[config.mk]
export PLATFORM = sky130hd
export DESIGN_NAME = interface_clock_source_select
export DESIGN_NICKNAME = d
export VERILOG_FILES = /design/src/inc/clk_sel_pkg.sv /design/src/verilog/interface_clock_source_select.sv
export SDC_FILE = /design/constraint.sdc
export NUM_CORES = 1
export LEC_CHECK = 0
export ABC_AREA = 1
export BUFFER_PORTS_ARGS = -buffer_cell sky130_fd_sc_hd__buf_2
export CAP_MARGIN = 10
export CORE_AREA = 2 2 134 104
export CTS_BUF_LIST = sky130_fd_sc_hd__clkbuf_8
export DETAILED_ROUTE_END_ITERATION = 12
export DIE_AREA = 0 0 136 106
export SYNTH_ARGS = -nofsm -noshare
export SYNTH_HDL_FRONTEND = slang
export SYNTH_SLANG_ARGS = --single-unit
export TNS_END_PERCENT = 30
[constraint.sdc]
create_clock -name clk -period 1.55 [get_ports clk]
set_input_delay 0.0775 -clock clk [delete_from_list [all_inputs] [get_ports clk]]
set_output_delay 0.0775 -clock clk [all_outputs]
set_load 0.01 [all_outputs]
[src/inc/clk_sel_pkg.sv]
// constants and types for the interface clock source select block
// Contract
// - seven gate bits, 27 down to 21, one per interface clock domain
// - gate bit 0 passes the selected pll clock, 1 holds it off
// - 3-bit source field per domain: 0 if,1 app,2 sys,3 disp,4 mem pll
// - reset loads 0x1800: gates clear, app domain app pll, mem domain mem pll
package clk_sel_pkg;
  localparam int NUM_DOMAINS = 7;
  localparam int NUM_PLLS = 5;
  localparam int SEL_W = 3;
  localparam int ADDR_W = 12;
  localparam int GATE_LSB = 21;
  localparam int GATE_MSB = 27;
  localparam int SEL_MSB = 20;
  localparam logic [ADDR_W-1:0] CTRL_ADDR = 12'h0f8;
  localparam logic [ADDR_W-1:0] STATUS_ADDR = 12'h200;
  localparam logic [31:0] CTRL_RESET = 32'h0000_1800;
  localparam logic [31:0] CTRL_MASK = 32'h0fff_ffff;
  localparam logic [1:0] RESP_OKAY = 2'h0;
  localparam logic [1:0] RESP_DECERR = 2'h3;

  // domain order follows the field order, domain 0 in the low bits
  typedef enum logic [2:0] {
    SRC_INTERFACE_PLL = 3'h0,
    SRC_APPLICATION_PLL = 3'h1,
    SRC_SYSTEM_PLL = 3'h2,
    SRC_DISPLAY_PLL = 3'h3,
    SRC_MEMORY_PLL = 3'h4
  } pll_source_t;

  typedef struct packed {
    logic [NUM_DOMAINS-1:0] hold;
    logic [NUM_DOMAINS*SEL_W-1:0] source;
  } domain_ctrl_t;
endpackage

[src/verilog/interface_clock_source_select.sv]
// axi4-lite register and per-domain pll source mux with clock hold
`timescale 1ns/1ps
`default_nettype none
module interface_clock_source_select (
  input wire logic clk,
  input wire logic arst_n,
  input wire logic [clk_sel_pkg::NUM_PLLS-1:0] pll_tick,
  output logic [clk_sel_pkg::NUM_DOMAINS-1:0] domain_tick,
  output clk_sel_pkg::domain_ctrl_t domain_ctrl,
  input wire logic s_axi_awvalid,
  output logic s_axi_awready,
  input wire logic [clk_sel_pkg::ADDR_W-1:0] s_axi_awaddr,
  input wire logic s_axi_wvalid,
  output logic s_axi_wready,
  input wire logic [31:0] s_axi_wdata,
  input wire logic [3:0] s_axi_wstrb,
  output logic s_axi_bvalid,
  input wire logic s_axi_bready,
  output logic [1:0] s_axi_bresp,
  input wire logic s_axi_arvalid,
  output logic s_axi_arready,
  input wire logic [clk_sel_pkg::ADDR_W-1:0] s_axi_araddr,
  output logic s_axi_rvalid,
  input wire logic s_axi_rready,
  output logic [31:0] s_axi_rdata,
  output logic [1:0] s_axi_rresp
);
  localparam int ND = clk_sel_pkg::NUM_DOMAINS;
  localparam int SW = clk_sel_pkg::SEL_W;

  logic [31:0] ctrl;
  logic [ND-1:0] gate;
  logic [ND-1:0] next_tick;
  logic [ND-1:0] live;
  logic [clk_sel_pkg::ADDR_W-1:0] wr_addr;
  logic [31:0] wr_data;
  logic [3:0] wr_strb;
  logic aw_got;
  logic w_got;
  logic do_write;
  logic first_cycle;

  // routes one pll tick by source code; unused codes route none
  function automatic logic route(input logic [SW-1:0] code,
                                 input logic [clk_sel_pkg::NUM_PLLS-1:0] t);
    case (code)
      clk_sel_pkg::SRC_INTERFACE_PLL: route = t[0];
      clk_sel_pkg::SRC_APPLICATION_PLL: route = t[1];
      clk_sel_pkg::SRC_SYSTEM_PLL: route = t[2];
      clk_sel_pkg::SRC_DISPLAY_PLL: route = t[3];
      clk_sel_pkg::SRC_MEMORY_PLL: route = t[4];
      default: route = 1'b0;
    endcase
  endfunction

  // merges write data under byte strobes
  function automatic logic [31:0] merge(input logic [31:0] old,
                                        input logic [31:0] d,
                                        input logic [3:0] s);
    logic [31:0] r;
    r = old;
    for (int b = 0; b < 4; b++) begin
      if (s[b]) begin
        r[8*b +: 8] = d[8*b +: 8];
      end
    end
    merge = r;
  endfunction

  function automatic logic [SW-1:0] src_of(input logic [31:0] w,
                                           input int i);
    src_of = w[SW*i +: SW];
  endfunction

  assign gate = ctrl[clk_sel_pkg::GATE_MSB:clk_sel_pkg::GATE_LSB];
  assign domain_ctrl.hold = gate;
  assign domain_ctrl.source = ctrl[clk_sel_pkg::SEL_MSB:0];
  assign do_write = aw_got && w_got && !s_axi_bvalid;

  // per-domain mux and hold
  always_comb begin
    next_tick = '0;
    live = '0;
    for (int i = 0; i < ND; i++) begin
      live[i] = !gate[i] && (src_of(ctrl, i) <= SW'(clk_sel_pkg::NUM_PLLS - 1));
      next_tick[i] = !gate[i] && route(src_of(ctrl, i), pll_tick);
    end
  end

  always_ff @(posedge clk or negedge arst_n) begin
    if (!arst_n) begin
      domain_tick <= '0;
    end else begin
      domain_tick <= next_tick;
    end
  end

  // control word
  always_ff @(posedge clk or negedge arst_n) begin
    if (!arst_n) begin
      ctrl <= clk_sel_pkg::CTRL_RESET;
    end else if (do_write && wr_addr == clk_sel_pkg::CTRL_ADDR) begin
      ctrl <= merge(ctrl, wr_data, wr_strb) & clk_sel_pkg::CTRL_MASK;
    end
  end

  always_ff @(posedge clk or negedge arst_n) begin
    if (!arst_n) begin
      first_cycle <= 1'b1;
    end else begin
      first_cycle <= 1'b0;
    end
  end

  // write address channel
  always_ff @(posedge clk or negedge arst_n) begin
    if (!arst_n) begin
      s_axi_awready <= 1'b1;
      aw_got <= 1'b0;
      wr_addr <= '0;
    end else if (s_axi_awvalid && s_axi_awready) begin
      s_axi_awready <= 1'b0;
      aw_got <= 1'b1;
      wr_addr <= s_axi_awaddr;
    end else if (do_write) begin
      aw_got <= 1'b0;
    end else if (s_axi_bvalid && s_axi_bready) begin
      s_axi_awready <= 1'b1;
    end
  end

  // write data channel
  always_ff @(posedge clk or negedge arst_n) begin
    if (!arst_n) begin
      s_axi_wready <= 1'b1;
      w_got <= 1'b0;
      wr_data <= '0;
      wr_strb <= '0;
    end else if (s_axi_wvalid && s_axi_wready) begin
      s_axi_wready <= 1'b0;
      w_got <= 1'b1;
      wr_data <= s_axi_wdata;
      wr_strb <= s_axi_wstrb;
    end else if (do_write) begin
      w_got <= 1'b0;
    end else if (s_axi_bvalid && s_axi_bready) begin
      s_axi_wready <= 1'b1;
    end
  end

  // write response
  always_ff @(posedge clk or negedge arst_n) begin
    if (!arst_n) begin
      s_axi_bvalid <= 1'b0;
      s_axi_bresp <= clk_sel_pkg::RESP_OKAY;
    end else if (do_write) begin
      s_axi_bvalid <= 1'b1;
      s_axi_bresp <= (wr_addr == clk_sel_pkg::CTRL_ADDR) ?
                     clk_sel_pkg::RESP_OKAY : clk_sel_pkg::RESP_DECERR;
    end else if (s_axi_bready) begin
      s_axi_bvalid <= 1'b0;
    end
  end

  // read channel
  always_ff @(posedge clk or negedge arst_n) begin
    if (!arst_n) begin
      s_axi_arready <= 1'b1;
      s_axi_rvalid <= 1'b0;
      s_axi_rdata <= '0;
      s_axi_rresp <= clk_sel_pkg::RESP_OKAY;
    end else if (s_axi_arvalid && s_axi_arready) begin
      s_axi_arready <= 1'b0;
      s_axi_rvalid <= 1'b1;
      s_axi_rresp <= clk_sel_pkg::RESP_OKAY;
      if (s_axi_araddr == clk_sel_pkg::CTRL_ADDR) begin
        s_axi_rdata <= ctrl;
      end else if (s_axi_araddr == clk_sel_pkg::STATUS_ADDR) begin
        s_axi_rdata <= {25'h0, live};
      end else begin
        s_axi_rdata <= '0;
        s_axi_rresp <= clk_sel_pkg::RESP_DECERR;
      end
    end else if (s_axi_rvalid && s_axi_rready) begin
      s_axi_rvalid <= 1'b0;
      s_axi_arready <= 1'b1;
    end
  end

  for (genvar g = 0; g < ND; g++) begin : g_chk

  end
endmodule // interface_clock_source_select
`default_nettype wire

==> reports/qor.yml, run 1 <==
status: "finished clean"
grt_setup_unrepaired: "yes"
cts_buffer_depth: 2
synth_top_family_by_area: "simple AND/OR/NAND/NOR gates"
yosys.area_share.simple_pct: 20.0
yosys.area.top_type: "dfrtp_1"
die_area_sq_um: 14400
h-tree-depth: 4
synth.distinct_cells: 30
dpl_cell_area_sq_um: 6030
leakagePower_nw: 3.51
fillerInstances: 1290
gr-usage-met1_pct: 28.0
power.density_nw_per_um2: 1280
cts_buffers: 17
synth_mux_area_share_pct: 3.30
criticalPathCategory: "reg -> reg"
grt_util_met3_pct: 4.96
row_count: 37
postSynthAreaPerCell_sq_um: 9.35
setup_viol: 0
maxCapViolCount: 0
die_w_microns: 136
worst_pin_slew_ps: 527
setup_slack_ps: 104
synth_compound_area_share_pct: 13.5
min_path_type: "in -> reg"
synth_area_sq_um: 5120
min_period_ps: 1450
avgRoutedWirePerCell_microns: 13.9
wirelength_microns: 13000
vias: 4306
core_sq_um: 13200
grt_pass1_wl_microns: 21500
post-cts-setup-buffers: 0
start_util_pct: 38.7
layout_common_cells: "buf_2 (138), nand2_1 (117), dfrtp_1 (111)"
ys_warn_count: 0
arrival_ps: 1740
post_drt_via_cell_ratio: 4.61
synth-xor-area-share_pct: 0
hpwl_microns: 9300
stdcell_area_sq_um: 6930
drtIter0Drc: 240
finalNetCount: 818
syn_inst: 548
drv_slew: 0
synthAdderAreaFrac_pct: 0
portBuffers: 139
grt_max_degree: 68
drive_above_1_share_pct: 31.5
antenna_found_initial: 0
cts_root_buf: "clkbuf_8"
cts_resized: 0
path_clk_slew_ps: 70
clock_sinks: 116
io_pins: 148
hold_viol_final: 0
die_y_microns: 106
drc: 0
cp.required_ps: 1850
synth_area_leaders: "dfrtp_1 (54%), nand2_1 (8.6%), nor2_1 (5.4%), o21ai_2 (4.1%), a21oi_1 (3.6%)"
place_congestion: 0.817
crit_fanout: 13
synth_top_area_share_pct: 54.2
grt_pass1_vias: 4330
ir_worst_vdd_mv: 0.842
ys_seq_area_share_pct: 56.8
n_antenna_cell: 0
ant_nets: 0
syn2layout_area_growth_pct: 35.3
ys_seq_elements: 116
clock.fmax_mhz: 691
end_kind: "flop"
use_met2_pct: 28.1
top_usage_layer: "met2"
finClkSkew_ps: 10.9
cts_tree: "built"
first_pass_iters: 4
slew_headroom_pct: 64.8
pre_cts_ws_ps: 112
cp-start-kind: "flop"
total_power_mw: 8.87
track_usage_pct: 19.2
period_share_pct: 93.3
layout_commonest_cell: "buf_2"
clk_latency_ps: 420
grt-ovfl-total: 0
==> final cells by class <==
type | count | area (sq um) | share of cell area (%)
multi-input combinational | 363 | 1900 | 27.5
inverter | 48 | 180 | 2.60
timing repair buffer | 200 | 1300 | 18.8
tap | 175 | 219 | 3.16
clock buffer | 18 | 248 | 3.57
clock inverter | 14 | 169 | 2.44
sequential | 116 | 2910 | 42.0
==> registers in the layout, indices dropped and copies added, names as in the netlist <==
| register | flops |
|---|---|
| ctrl | 28 |
| s_axi_rdata | 28 |
| wr_data | 28 |
| wr_addr | 12 |
| domain_tick | 7 |
| wr_strb | 4 |
| aw_got | 1 |
| s_axi_arready | 1 |
| s_axi_awready | 1 |
| s_axi_bresp | 1 |
| s_axi_bvalid | 1 |
| s_axi_rresp | 1 |
| s_axi_rvalid | 1 |
| s_axi_wready | 1 |
| w_got | 1 |
==> Yosys cell counts <==
master      n
buf_2       8
nor3_1      2
nand3_1    16
nor3_2      1
nor2_1     74
a22o_1      1
buf_4       6
a21oi_1    37
nand3_4     4
o21ai_2    24
buf_6       3
or2_1       2
clkbuf_1    7
nand4_2     1
mux2_1      7
nor2_8      2
o21ai_1    25
o21ai_0    19
inv_2       3
o221ai_1    7
nor2_2      2
mux2_2      8
nand3_2     2
conb_1      1
dfrtp_1   111
inv_1      45
dfstp_2     5
nand2_2     6
nand2_1   118
a31oi_1     1
==> worst paths after layout <==
kind / startpoint / endpoint / slack (ps) / cells past startpoint
worst max-delay path: s_axi_awready$_DFFE_PN1P_ / wr_addr[5]$_DFFE_PN0P_ / 100 / 2
worst min-delay path: pll_tick[4] / domain_tick[2]$_DFF_PN0_ / 30 / 3
min in group asynchronous: arst_n / w_got$_DFFE_PN0P_ / 210 / 3
worst min register to register: s_axi_rdata[2]$_DFFE_PN0P_ / s_axi_rdata[2]$_DFFE_PN0P_ / 480 / 2
worst max register to register: s_axi_awready$_DFFE_PN1P_ / wr_addr[5]$_DFFE_PN0P_ / 100 / 2
max in group asynchronous: arst_n / s_axi_arready$_DFFE_PN1P_ / 970 / 3
==> logic make-up (layout without fill, tap and decap cells) <==
group	after synthesis	after routing
AO/OA/AOI/OAI	114	114
buffers and inverters	72	280
flip-flops	116	116
multiplexers	15	15
other	1	4
AND/OR/NAND/NOR	230	230
==> layer usage <==
metal  wire length (microns)  vias to the layer above
met5                       0                        -
met4                     126                        0
met1                    6420                     1998
met3                     932                       10
li1                        -                     2165
met2                    5520                      133
==> where the power goes <==
group | total [mW] | internal [mW] | leakage (nW) | switching [mW]
registers | 4.06 | 3.73 | 1.45 | 0.330
logic | 1.85 | 0.733 | 1.83 | 1.12
clock network | 2.97 | 1.76 | 0.226 | 1.21
==> timing repair <==
action                                 4_1_cts  5_1_grt
hold buffers                                49        0
endpoints found under the hold margin      167        0
setup endpoints to repair                    0       14
==> through the flow <==
stage / hold slack, ps / util [%] / instances / TNS, ps
6_report: 34.9 / 52.4 / 934 / 0
5_1_grt: 10.6 / 52.4 / 934 / -268
4_1_cts: 1.52 / 52.4 / 934 / 0
3_5_place_dp: 106 / 45.5 / 853 / 0
3_3_place_gp: 102 / 45.5 / 853 / 0
2_1_floorplan: -218 / - / 551 / 0
==> worst max-delay path, stage by stage (launching register included) <==
cell,delay [ps]
dfstp_2,570
nand2_1,330
mux2_1,430
Power figures use the tool's default switching activity.
==> run 2: changes to the inputs <==
- CELL_PAD_IN_SITES_DETAIL_PLACEMENT: not set -> 1
- CELL_PAD_IN_SITES_GLOBAL_PLACEMENT: not set -> 1
- PLACE_DENSITY_LB_ADDON: not set -> 0.1
==> reports/qor.yml, run 2 (synthesized netlist as in run 1, its figures left out) <==
status: "finished clean"
min_period_ps: 1410  # -37.9 ps
die_area_sq_um: 14400  # unchanged
clock.fmax_mhz: 710  # +2.7%
cts_buffer_depth: 2  # unchanged
io_pins: 148  # unchanged
final_core_util_pct: 52.4  # about the same
leakagePower_nw: 3.53  # +0.72%
row_count: 37  # unchanged
fin_tns_setup_ps: 0  # unchanged
stdcell_area_sq_um: 6940  # about the same
end_kind: "flop"
post_drt_via_cell_ratio: 4.69  # +1.6%
finClkSkew_ps: 13.0  # +2.10 ps
core_sq_um: 13200  # unchanged
top_usage_layer: "met2"
layout_common_cells: "buf_2 (138), nand2_1 (116), dfrtp_1 (111)"
start_util_pct: 38.7  # unchanged
wirelength_microns: 14600  # +12%
arrival_ps: 1730  # about the same
power_frac_seq_pct: 47.8  # +2.1 points
grt-ovfl-total: 0  # unchanged
p_int_mw: 5.88  # -5.5%
grt_pass1_vias: 4572  # +5.6%
worst_pin_slew_ps: 544  # +16.1 ps
ant_nets: 0  # unchanged
dpl_cell_area_sq_um: 6090  # +1.1%
place_congestion: 0.809  # -0.89%
hold_viol_final: 0  # unchanged
vias: 4404  # +2.3%
drtIter0Drc: 167  # -30%
power.share.clock_pct: 29.9  # -3.5 points
avgRoutedWirePerCell_microns: 15.5  # +11%
cp.required_ps: 1880  # +30 ps
place_inst: 860  # +0.82%
crit_fanout: 16  # +3
track_usage_pct: 21.5  # +2.3 points
drv_slew: 0  # unchanged
grt_util_met3_pct: 4.58  # -0.38 points
power.density_nw_per_um2: 1230  # -3.9%
layoutNonFillerInstCount: 940  # +0.64%
finalNetCount: 824  # +0.73%
period_share_pct: 90.9  # -2.4 points
portBuffers: 139  # unchanged
first_pass_iters: 4  # unchanged
switching_share_pct: 31.1  # +1.2 points
antenna_found_initial: 0  # unchanged
ir_worst_vdd_mv: 0.730  # -13%
cts_tree: "built"
slew_headroom_pct: 63.6  # -1.1 points
drc: 0  # unchanged
layout_commonest_cell: "buf_2"
power_frac_comb_pct: 22.3  # +1.5 points
reg_top3: "ctrl (28), s_axi_rdata (28), wr_data (28)"
fillerInstances: 1583  # +23%
use_met2_pct: 33.0  # +4.9 points
p_switching_mw: 2.65  # about the same
drive_above_1_share_pct: 31.9  # +0.41 points
clk_latency_ps: 440  # +20 ps
min_path_type: "in -> reg"
path_clk_slew_ps: 60  # about the same
setup_viol: 0  # unchanged
grt_pass1_wl_microns: 23500  # +9.5%
syn2layout_area_growth_pct: 35.3  # about the same
cts_buffers: 17  # unchanged
cp-start-kind: "flop"
n_antenna_cell: 0  # unchanged
die_w_microns: 136  # unchanged
cts_root_buf: "clkbuf_8"
hpwl_microns: 10600  # +14%
maxCapViolCount: 0  # unchanged
grt_max_degree: 36  # -47%
die_y_microns: 106  # unchanged
grt_setup_unrepaired: "no"
gr-usage-met1_pct: 30.4  # +2.4 points
h-tree-depth: 4  # unchanged
criticalPathCategory: "reg -> reg"
clock_sinks: 116  # unchanged
==> run 2: changes by cell type in the layout (fill, tap and decap cells not counted), sizes merged <==
cell | previous run | this run
buf | 151 | 158
clkinvlp | 1 | 0
inv | 51 | 54
clkbuf | 18 | 21
clkinv | 6 | 4
bufinv | 4 | 1
dlygate4sd3 | 49 | 48
==> run 2: cell type report <==
cell class / count / area, sq um / area share (%)
flip-flops and latches: 116 / 2910 / 41.9
multi-input cells: 363 / 1910 / 27.5
repair buffers: 206 / 1360 / 19.6
clock buffers: 21 / 289 / 4.17
well taps: 175 / 219 / 3.16
inverters: 48 / 180 / 2.60
clock inverters: 11 / 72.6 / 1.05
==> run 2: through the flow <==
step | hold slack, ps | power [mW] | worst slack [ps]
after floorplan | -218 | 5.31 | 243
after global placement | 75.1 | 5.82 | 175
after detailed placement | 87.6 | 5.96 | 120
after CTS | 8.31 | 8.63 | 119
after global routing | 31.0 | 9.04 | 9.04
final | 37.2 | 8.53 | 141
==> run 2: metal layers <==
metal	vias up	share of wire [%]
li1	2184	-
met1	2106	49
met4	0	1.2
met3	14	4.5
met2	100	45
met5	-	0
==> run 2: critical path: stages (launching register included) <==
cell and delay (ps):
dfrtp_1 380, nor2_1 130, nand3_2 130, nor2_8 190
nand3_4 240, nand2_1 160, o21ai_2 60
==> run 2: path summary, 6_finish.rpt <==
check                      slack (ps)                       start  cells after the start                    endpoint
max                               140      wr_addr[0]$_DFFE_PN0P_                      6        ctrl[19]$_DFFE_PN0P_
min                                40                 pll_tick[4]                      3    domain_tick[4]$_DFF_PN0_
max reg2reg                       140      wr_addr[0]$_DFFE_PN0P_                      6        ctrl[19]$_DFFE_PN0P_
min reg2reg                       470  s_axi_rdata[2]$_DFFE_PN0P_                      2  s_axi_rdata[2]$_DFFE_PN0P_
max in group asynchronous         770                      arst_n                      3   s_axi_arready$_DFFE_PN1P_
min in group asynchronous         150                      arst_n                      2      wr_addr[9]$_DFFE_PN0P_
==> run 2: what timing repair did <==
| item | 4_1_cts | 5_1_grt |
|---|---|---|
| endpoints found under the setup margin | 0 | 2 |
| hold buffers | 48 | 0 |
| hold endpoints to repair | 86 | 0 |
| resized for setup | 0 | 1 |
| setup buffers | 0 | 0 |
==> run 2: power groups by stage <==
stage	registers, mW	clock network [mW]	logic [mW]
after global placement	4.07	0	1.75
after detailed placement	4.13	0	1.83
final	4.08	2.55	1.90
after CTS	4.08	2.62	1.93
after floorplan	4.09	0	1.22
after global routing	4.15	2.73	2.16
